## src/core/mbcc_defines.vh

```
// Purpose: constants for the memory bus cycle sequencer
// Assumes: one system clock, four phase enables per processor clock cycle
// Notes: phase counter codes and state codes live here
`ifndef MBCC_DEFINES_VH
`define MBCC_DEFINES_VH
`define MBCC_PH_W 2
`define MBCC_PH1 2'h0
`define MBCC_PH2 2'h1
`define MBCC_PH3 2'h2
`define MBCC_PH4 2'h3
`define MBCC_ST_W 5
`define MBCC_ST_IDLE 5'h01
`define MBCC_ST_CY1 5'h02
`define MBCC_ST_WAIT 5'h04
`define MBCC_ST_CY2 5'h08
`define MBCC_ST_TURN 5'h10
`define MBCC_ADDR_MSB 14
`endif

```

## src/core/mbcc_seq.v

```verilog
// Purpose: memory bus cycle sequencer with ready driven wait states
// Assumes: clk_sys steps one clock phase per edge; four edges make one clock cycle
// Notes: a request is taken only at the end of phase four of an idle clock cycle
// Notes: ready and read data pass two flops, so the pin value that decides a
//   cycle is the one that stood two phases before the decision edge
// Notes: wait fed straight back therefore costs one more wait state than on a
//   part that samples ready without synchronising it; the cycle still grows
//   by whole clock periods only
// Notes: one request at a time; no queue sits in front of the bus
`timescale 1ns/1ps
`include "mbcc_defines.vh"
module mbcc_seq #(
  parameter ADDR_W = 15,
  parameter DATA_W = 16
) (
  input wire clk_sys,
  input wire reset,
  input wire req_valid,
  input wire req_write,
  input wire [ADDR_W-1:0] req_addr,
  input wire [DATA_W-1:0] req_wdata,
  output wire req_ready,
  output reg rd_valid,
  output reg [DATA_W-1:0] rd_data,
  output reg wr_done,
  output reg [ADDR_W-1:0] word_address_lines,
  output reg [DATA_W-1:0] data_bus_lines_out,
  output reg data_bus_lines_oe,
  input wire [DATA_W-1:0] data_bus_lines_in,
  output reg memory_strobe_n,
  output reg read_direction,
  output reg write_strobe_n,
  input wire ready,
  output reg wait_out,
  output reg [`MBCC_PH_W-1:0] phase_num
);
  reg [`MBCC_ST_W-1:0] state_r;
  reg [`MBCC_PH_W-1:0] phase_r;
  reg is_write_r;
  reg last_read_r;
  reg ready_s1_r;
  reg ready_s2_r;
  reg [DATA_W-1:0] din_s1_r;
  reg [DATA_W-1:0] din_s2_r;
  wire ph1;
  wire ph2;
  wire ph3;

  assign ph1 = (phase_r == `MBCC_PH1);
  assign ph2 = (phase_r == `MBCC_PH2);
  assign ph3 = (phase_r == `MBCC_PH3);
  // Taken at the phase four to phase one boundary of an idle cycle
  // Combinational so a waiting requester is taken on the very next boundary;
  // a write behind a read is held off until two full idle cycles have passed,
  // which keeps our drivers off the bus while the memory may still drive it
  assign req_ready = (state_r == `MBCC_ST_IDLE) && (phase_r == `MBCC_PH4) &&
    !(req_write && last_read_r);

  // Pin inputs pass two flops; the second stage alone feeds logic
  // The first stage may go metastable on a late pin change, so nothing but
  // the second stage reads it. The price is two phases of input latency,
  // which shows up as the set-up margin a slow memory must leave on ready.
  // Read data is staged the same way so it lines up with the ready path.
  always @(posedge clk_sys)
  begin
    if (reset)
    begin
      ready_s1_r <= 1'b0;
      ready_s2_r <= 1'b0;
      din_s1_r <= {DATA_W{1'b0}};
      din_s2_r <= {DATA_W{1'b0}};
    end
    else
    begin
      ready_s1_r <= ready;
      ready_s2_r <= ready_s1_r;
      din_s1_r <= data_bus_lines_in;
      din_s2_r <= din_s1_r;
    end
  end

  // Phase counter: four phases per clock cycle
  always @(posedge clk_sys)
  begin
    if (reset)
      phase_r <= `MBCC_PH1;
    else
      phase_r <= phase_r + 2'h1;
  end

  always @*
    phase_num = phase_r;

  // Cycle sequencer; ready sampled only at phase four of cycle one and wait
  // States step only on phase four to phase one boundaries, so every path
  // through the machine is a whole number of clock cycles long.
  // Bus outputs are registered and change only at a cycle start or end, or
  // for the write strobe three phases inside; the wait state touches none of
  // them, which is what lets a slow memory simply stretch its access.
  // Pulses rd_valid and wr_done default low and rise for one edge at the end.
  always @(posedge clk_sys)
  begin
    if (reset)
    begin
      state_r <= `MBCC_ST_IDLE;
      is_write_r <= 1'b0;
      last_read_r <= 1'b0;
      word_address_lines <= {ADDR_W{1'b0}};
      data_bus_lines_out <= {DATA_W{1'b0}};
      data_bus_lines_oe <= 1'b0;
      memory_strobe_n <= 1'b1;
      read_direction <= 1'b0;
      write_strobe_n <= 1'b1;
      wait_out <= 1'b0;
      rd_valid <= 1'b0;
      rd_data <= {DATA_W{1'b0}};
      wr_done <= 1'b0;
    end
    else
    begin
      rd_valid <= 1'b0;
      wr_done <= 1'b0;
      case (state_r)
        `MBCC_ST_IDLE:
        begin
          if (req_valid && req_ready)
          begin
            // Bus outputs appear together at the cycle start
            state_r <= `MBCC_ST_CY1;
            is_write_r <= req_write;
            word_address_lines <= req_addr;
            memory_strobe_n <= 1'b0;
            read_direction <= !req_write;
            data_bus_lines_out <= req_wdata;
            data_bus_lines_oe <= req_write;
          end
          else if (phase_r == `MBCC_PH4)
            last_read_r <= 1'b0; // A full idle cycle clears the turnaround guard
        end
        `MBCC_ST_CY1:
        begin
          // Three phases after the cycle start the write strobe falls
          if (ph3 && is_write_r)
            write_strobe_n <= 1'b0;
          if (phase_r == `MBCC_PH4)
          begin
            // Ready seen at the next phase one boundary decides the path
            if (ready_s2_r)
              state_r <= `MBCC_ST_CY2;
            else
              state_r <= `MBCC_ST_WAIT;
          end
        end
        `MBCC_ST_WAIT:
        begin
          // All bus outputs held; only the wait flag moves
          // Re-raising the flag each wait cycle is harmless and keeps it
          // high across back to back wait states
          if (ph2)
            wait_out <= 1'b1;
          if (phase_r == `MBCC_PH4 && ready_s2_r)
            state_r <= `MBCC_ST_CY2;
        end
        `MBCC_ST_CY2:
        begin
          // Last clock cycle of the transfer; ready is no longer looked at
          if (ph1)
          begin
            // Write strobe rises three phases before the rest are released
            write_strobe_n <= 1'b1;
            if (!is_write_r)
              rd_data <= din_s2_r;
          end
          if (ph2)
            wait_out <= 1'b0;
          if (phase_r == `MBCC_PH4)
          begin
            // Cycle ends; at least two clock cycles long
            state_r <= `MBCC_ST_IDLE;
            memory_strobe_n <= 1'b1;
            read_direction <= 1'b0;
            data_bus_lines_oe <= 1'b0;
            last_read_r <= !is_write_r;
            rd_valid <= !is_write_r;
            wr_done <= is_write_r;
          end
        end
        // An illegal code falls back to idle with the bus left as it stands
        default:
          state_r <= `MBCC_ST_IDLE;
      endcase
    end
  end
endmodule // mbcc_seq

```

## config.mk

```make
export PLATFORM = sky130hd
export DESIGN_NAME = mbcc_seq
export DESIGN_NICKNAME = d
export VERILOG_FILES = /design/src/core/mbcc_seq.v
export VERILOG_INCLUDE_DIRS = /design/src /design/src/core
export SDC_FILE = /design/constraint.sdc
export NUM_CORES = 1
export LEC_CHECK = 0
export BUFFER_PORTS_ARGS = -buffer_cell sky130_fd_sc_hd__buf_2
export CAP_MARGIN = 20
export CORE_UTILIZATION = 40
export DETAILED_ROUTE_END_ITERATION = 12
export PLACE_DENSITY = 0.67
export SYNTH_ARGS = -nofsm -noshare
export SYNTH_HDL_FRONTEND = slang
export SYNTH_SLANG_ARGS = --single-unit
```

## constraint.sdc

```tcl
create_clock -name clk_sys -period 1.7 [get_ports clk_sys]
set_input_delay 0.17 -clock clk_sys [delete_from_list [all_inputs] [get_ports clk_sys]]
set_output_delay 0.17 -clock clk_sys [all_outputs]
set_load 0.05 [all_outputs]
```

==> run_results.csv, run 1 <==
group,metric,value,unit
placement,dpl.hpwl,5680,um
floorplan,die-area,9490,um^2
detailed_routing,wl_met1,3960,um
hold_path,holdCritPathClass,"input port to register",
critical_path,r2r-start,"state_r[1]$_SDFFE_PP0P_",
floorplan,die_x,97.4,um
detailed_routing,vias,3216,
critical_path,critPathCaptureType,"output port",
detailed_routing,ant_nets,0,
critical_path,cp_cell_sequence,"or4b_4, nor2_4, buf_6",
clocking,clock-sinks,96,
floorplan,io_pins,109,
finish,multi_input_area,1630,um^2
placement,place.port_buffers,108,
clocking,cts_tree,"done",
sta,max_slew_margin,10.7,%
critical_path,ff2ff_setup_slack,0.04,ns
detailed_routing,wl_met3,392,um
detailed_routing,drt-initial-drc-count,138,
sta,setup_viol,0,
synth,synth_compound_area_share,19.0,%
synth,ys_ff_latch,96,
finish,fin_area,4720,um^2
synth,syn-instance-count,379,
floorplan,dieHeight,97.4,um
clocking,insertion_delay,0.36,ns
sta,fin_crit,1.70,ns
critical_path,worst_ep_required_time,1.53,ns
clocking,clockBufferDepth,2,
critical_path,worstSetupStartpoint,"state_r[1]$_SDFFE_PP0P_",
synth,synthSimpleGateAreaFrac,19.5,%
global_route,grt_pass1_vias,3051,
sta,finClkSkew,0.0148,ns
sta,setup_ws,0.00451,ns
power_and_ir_drop,report.power.total,4.22,mW
finish,fillers,812,
synth,synth.net_count,435,
floorplan,num_rows,34,
detailed_routing,routed_wl,8960,um
run_status,status,"finished, final reports clean",
detailed_routing,dr.pass1.iters,4,
detailed_routing,highest_layer,"met4",
sta,finalHoldViolCount,0,
power_and_ir_drop,power_density,896,nW/um^2
detailed_routing,met2_length,4330,um
sta,tns,0,ns
sta,period_share,99.7,%
synth,synthesis.area,3640,um^2
global_route,grt_use_total,19.0,%
job,cap_violations,0,
sta,max_freq,590,MHz
sta,tightestPinTransition,1.34,ns
finish,fin_nets,537,
synth,yosysSeqAreaShare,52.7,%
critical_path,cp_max_fo,3,
finish,seqCellArea,1930,um^2
power_and_ir_drop,leakagePower,1.90,nW
hold_path,hp-start,"data_bus_lines_in[0]",
clocking,htree_levels,3,
detailed_routing,drc_errors,0,
clocking,root_buffer,"clkbuf_8",
synth,synth.distinct_cells,38,
finish,drive_gt1_share,36.8,%
detailed_routing,wire_per_inst,15.1,um
synth,avgSynthCellArea,9.61,um^2
synth,yosys_warnings,0,
synth,synth_top_family_by_area,"simple AND/OR/NAND/NOR gates",
critical_path,worst_setup_path_start_kind,"register",
synth,muxShareOfSynthArea,0.584,%
clocking,clk_pin_slew,0.11,ns
finish,area_growth,29.4,%
sta,rsz0062_at_grt,"yes",
finish,diodes,0,
global_route,grt_pass1_wl,14700,um
placement,globalplace.congestion,0.762,
synth,synthXorXnorAreaFrac,0.240,%
floorplan,coreArea,8760,um^2
critical_path,critical_path_class,"register to output port",
clocking,cts_buffers,9,
synth,synth_fa_ha_area_share,1.37,%
critical_path,worst_path_max_delay_cell,"or4b_4",
floorplan,start_util,41.6,%
detailed_routing,routed_via_density,5.41,
sta,slew_violations,0,
sta,whs,0.0153,ns
critical_path,crit_arrival,1.53,ns
placement,preCtsSetupSlack,0.0788,ns
critical_path,critPathMaxStageDelay,0.58,ns
placement,placed_cell_area,4340,um^2
global_route,grt-ovfl-total,0,
global_route,grt_max_degree,58,
power_and_ir_drop,ir_drop,496,uV
global_route,antenna_found_initial,0,
==> metal layers <==
| layer | up-vias | track usage, % |
|---|---|---|
| met2 | 100 | 30.1 |
| met5 | - | 0 |
| met3 | 29 | 3.53 |
| met1 | 1512 | 24.7 |
| li1 | 1575 | - |
| met4 | 0 | 9.28 |
==> report_power, final <==
group          total (mW)  leakage (nW)  internal, mW  switching [mW]
clock                1.40        0.0965         0.561           0.839
sequential           2.33         0.784          2.31          0.0256
combinational       0.491          1.01         0.172           0.319
total                4.22          1.90          3.04            1.18
==> cell usage after synthesis <==
cell type,instances,share of area (%)
a221o_1,1,0.27
buf_1,2,0.21
o31ai_1,29,6.0
o211a_1,1,0.27
a21bo_2,1,0.27
o21ai_0,18,2.5
nor2b_1,38,6.5
nor4b_2,2,0.82
dfxtp_1,96,53
buf_2,5,0.69
nor4bb_1,1,0.27
inv_1,6,0.62
nor3b_1,1,0.21
a21oi_1,51,7.0
buf_6,7,2.2
a31oi_1,3,0.52
or3_1,1,0.17
or4b_4,1,0.38
clkbuf_1,28,2.9
nand2b_1,2,0.34
mux2_2,1,0.31
o31ai_2,2,0.69
ha_1,4,1.4
nor4_2,1,0.34
or4b_1,1,0.27
xor2_1,1,0.24
nand3b_1,2,0.41
nand4_1,32,5.5
a211o_1,1,0.24
o211ai_1,3,0.62
nand2_1,6,0.62
a211oi_1,2,0.41
nor4_1,2,0.34
nor2_1,3,0.31
mux2i_1,1,0.27
a21boi_1,1,0.21
nor3_1,4,0.55
nand3_1,18,2.5
==> stage by stage <==
step                cells  utilization (%)
finish                594             53.8
CTS                   592             52.8
global route          594             53.8
global placement      570             49.5
floorplan             379                -
detailed placement    570             49.5
==> state kept, by name (all words and copies together), names as in the netlist <==
| register | count |
|---|---|
| wr_done | 1 |
| last_read_r | 1 |
| data_bus_lines_out | 16 |
| data_bus_lines_oe | 1 |
| rd_valid | 1 |
| is_write_r | 1 |
| din_s1_r | 16 |
| ready_s1_r | 1 |
| ready_s2_r | 1 |
| write_strobe_n | 1 |
| read_direction | 1 |
| memory_strobe_n | 1 |
| phase_num | 2 |
| wait_out | 1 |
| word_address_lines | 15 |
| rd_data | 16 |
| din_s2_r | 16 |
| state_r | 4 |
==> kinds of logic (layout without fill, tap and decap cells) <==
family / after synthesis / in the layout
mux: 2 / 2
simple gates: 115 / 115
xor+xnor: 1 / 1
compound gates: 113 / 113
buf+inv: 48 / 155
fa+ha+maj: 4 / 4
flops: 96 / 96
==> final cells by class <==
cell class,instances,area share [%]
multi-input cells,235,34.7
inverters,6,0.478
repair buffers,133,17.2
well taps,108,2.87
flip-flops and latches,96,40.9
clock inverters,7,1.27
clock buffers,9,2.63
==> repair_timing <==
action	4_1_cts	5_1_grt
pin swaps	5	2
resized for setup	7	24
hold buffers	2	0
gates cloned	1	0
endpoints found under the setup margin	1	43
hold endpoints to repair	2	0
setup buffers	3	4
==> cells in the final DEF (no fill, tap or decap), drive strengths merged, types with 2 or more instances in the layout <==
cell type / instances
nand2: 6
a21oi: 51
dlygate4sd3: 2
nor2: 3
nor4b: 2
nor2b: 38
ha: 4
nor3: 4
nor4: 3
inv: 10
dfxtp: 96
buf: 131
o31ai: 31
a211oi: 2
clkinv: 3
clkbuf: 9
nand3b: 2
a31oi: 3
o211ai: 3
o21ai: 18
nand3: 18
nand4: 32
nand2b: 2
or4b: 2
==> final timing paths <==
check / depth (start not counted) / endpoint
worst max-delay path: 3 / req_ready
worst min-delay path: 2 / din_s1_r[0]$_SDFF_PP0_
worst max register to register: 4 / word_address_lines[10]$_SDFFE_PP0P_
worst min register to register: 1 / din_s2_r[4]$_SDFF_PP0_
==> critical path: cells and delay by family, from the launching register on <==
| family | cells | cell delay [ns] |
|---|---|---|
| and+or+nand+nor | 2 | 0.68 |
| DFF | 1 | 0.33 |
| buffers and inverters | 1 | 0.16 |
Power figures use the tool's default switching activity.
==> inputs of run 2 (changes only) <==
CORE_ASPECT_RATIO = 0.9   (was unset)
==> run_results.csv, run 2 (synthesis results as in run 1) <==
group,metric,value,unit
sta,rsz0062_at_grt,"yes",
power_and_ir_drop,ir_drop,608,uV
power_and_ir_drop,power_density,898,nW/um^2
finish,diodes,0,
finish,multi_input_area,1560,um^2
critical_path,reg2reg_depth,5,
clocking,cts_buffers,9,
floorplan,start_util,41.9,%
placement,place.port_buffers,108,
critical_path,cp_max_fo,2,
critical_path,worstSetupStartpoint,"state_r[1]$_SDFFE_PP0P_",
floorplan,die-area,9490,um^2
floorplan,num_rows,32,
detailed_routing,vias,3236,
finish,fin_nets,552,
floorplan,coreArea,8690,um^2
finish,fin_area,4790,um^2
placement,placed_cell_area,4380,um^2
global_route,grt_max_degree,32,
sta,slew_violations,0,
sta,max_freq,544,MHz
clocking,htree_levels,3,
power_and_ir_drop,leakagePower,1.96,nW
critical_path,critical_path_class,"register to output port",
global_route,antenna_found_initial,0,
job,cap_violations,0,
critical_path,r2r-start,"state_r[1]$_SDFFE_PP0P_",
global_route,grt_pass1_vias,3024,
detailed_routing,ant_nets,0,
clocking,insertion_delay,0.37,ns
finish,layout_common_cells,"buf_2 (107), dfxtp_1 (92), a21oi_1 (51)",
run_status,violations,"negative setup slack",
sta,tightestPinTransition,1.10,ns
power_and_ir_drop,report.power.total,4.30,mW
clocking,clk_pin_slew,0.10,ns
sta,fin_crit,1.84,ns
critical_path,reg2reg_to,"word_address_lines[12]$_SDFFE_PP0P_",
global_route,grt-ovfl-total,0,
hold_path,holdCritPathClass,"input port to register",
placement,dpl.hpwl,5960,um
hold_path,hp-start,"data_bus_lines_in[2]",
critical_path,crit_arrival,1.67,ns
sta,period_share,108,%
hold_path,holdPathEnd,"din_s1_r[2]$_SDFF_PP0_",
sta,finalHoldViolCount,0,
global_route,grt_pass1_wl,14500,um
critical_path,critPathCaptureType,"output port",
finish,fillers,815,
placement,globalplace.congestion,0.762,
run_status,status,"finished with violations",
detailed_routing,routed_wl,9120,um
hold_path,holdPathStages,2,
floorplan,dieHeight,92.5,um
sta,max_slew_margin,26.3,%
detailed_routing,wire_per_inst,14.7,um
detailed_routing,routed_via_density,5.22,
critical_path,worst_setup_path_start_kind,"register",
finish,final_common_cell,"buf_2",
critical_path,worst_ep_required_time,1.53,ns
finish,area_growth,31.5,%
sta,setup_ws,-0.138,ns
floorplan,io_pins,109,
critical_path,ff2ff_setup_slack,-0.01,ns
sta,setup_viol,2,
clocking,cts_tree,"done",
detailed_routing,dr.pass1.iters,4,
detailed_routing,drc_errors,0,
clocking,root_buffer,"clkbuf_8",
clocking,clockBufferDepth,2,
clocking,clock-sinks,96,
global_route,grt_use_total,19.7,%
finish,seqCellArea,1930,um^2
detailed_routing,drt-initial-drc-count,126,
finish,drive_gt1_share,35.1,%
sta,finClkSkew,0.0113,ns
floorplan,die_x,103,um
[run 2: cell types whose count changed in the layout (fill, tap and decap cells not counted), sizes merged]
| cell | before | now |
|---|---|---|
| clkinv | 3 | 2 |
| buf | 131 | 137 |
| dlygate4sd3 | 2 | 11 |
| clkbuf | 9 | 10 |
[run 2: where the power goes]
part / total [mW] / internal [mW] / switching (mW)
combinational: 0.492 / 0.183 / 0.309
clock: 1.48 / 0.608 / 0.872
sequential: 2.33 / 2.31 / 0.0243
[run 2: worst max-delay path, cell delays in order, from the launching register on]
cell,delay [ns]
dfxtp_2,0.34
or4b_4,0.56
buf_12,0.15
nor2_4,0.10
buf_8,0.16
[run 2: layer usage]
metal,share of wire (%),up-vias,GRT usage (%)
met5,0,-,0
li1,-,1602,-
met2,49,97,32.5
met1,44,1526,24.3
met3,5.4,11,5.66
met4,1.4,0,6.55
[run 2: per-stage QoR]
step	hold slack, ns	instances	setup WS [ns]	util (%)	setup TNS [ns]
2_1_floorplan	0.298	379	0.0357	-	0
3_3_place_gp	0.378	589	0.127	50.4	0
3_5_place_dp	0.383	589	0.0769	50.4	0
4_1_cts	0.00743	617	-0.105	54.3	-0.107
5_1_grt	0.00366	620	-0.171	55.2	-0.573
6_report	0.0157	620	-0.138	55.2	-0.152
[run 2: worst max path at each step]
stage | to | slack, ns | cells past startpoint
after global routing | req_ready | -0.17 | 4
after global placement | req_ready | 0.13 | 4
after floorplan | req_ready | 0.04 | 5
after detailed placement | req_ready | 0.08 | 4
after CTS | req_ready | -0.10 | 4
final | req_ready | -0.14 | 4
[run 2: layout make-up]
cell class              instances  area share (%)
clock buffers                  10            2.87
clock inverters                 6            1.20
inverters                       6           0.470
multi-input cells             235            32.5
flip-flops and latches         96            40.4
well taps                     119            3.11
repair buffers                148            19.5
[run 2: repair_timing]
item	in CTS	in global routing
setup endpoints to repair	1	30
buffers inserted	2	3
pin swaps	1	3
hold endpoints to repair	10	1
resized for setup	9	13
hold buffers	10	1
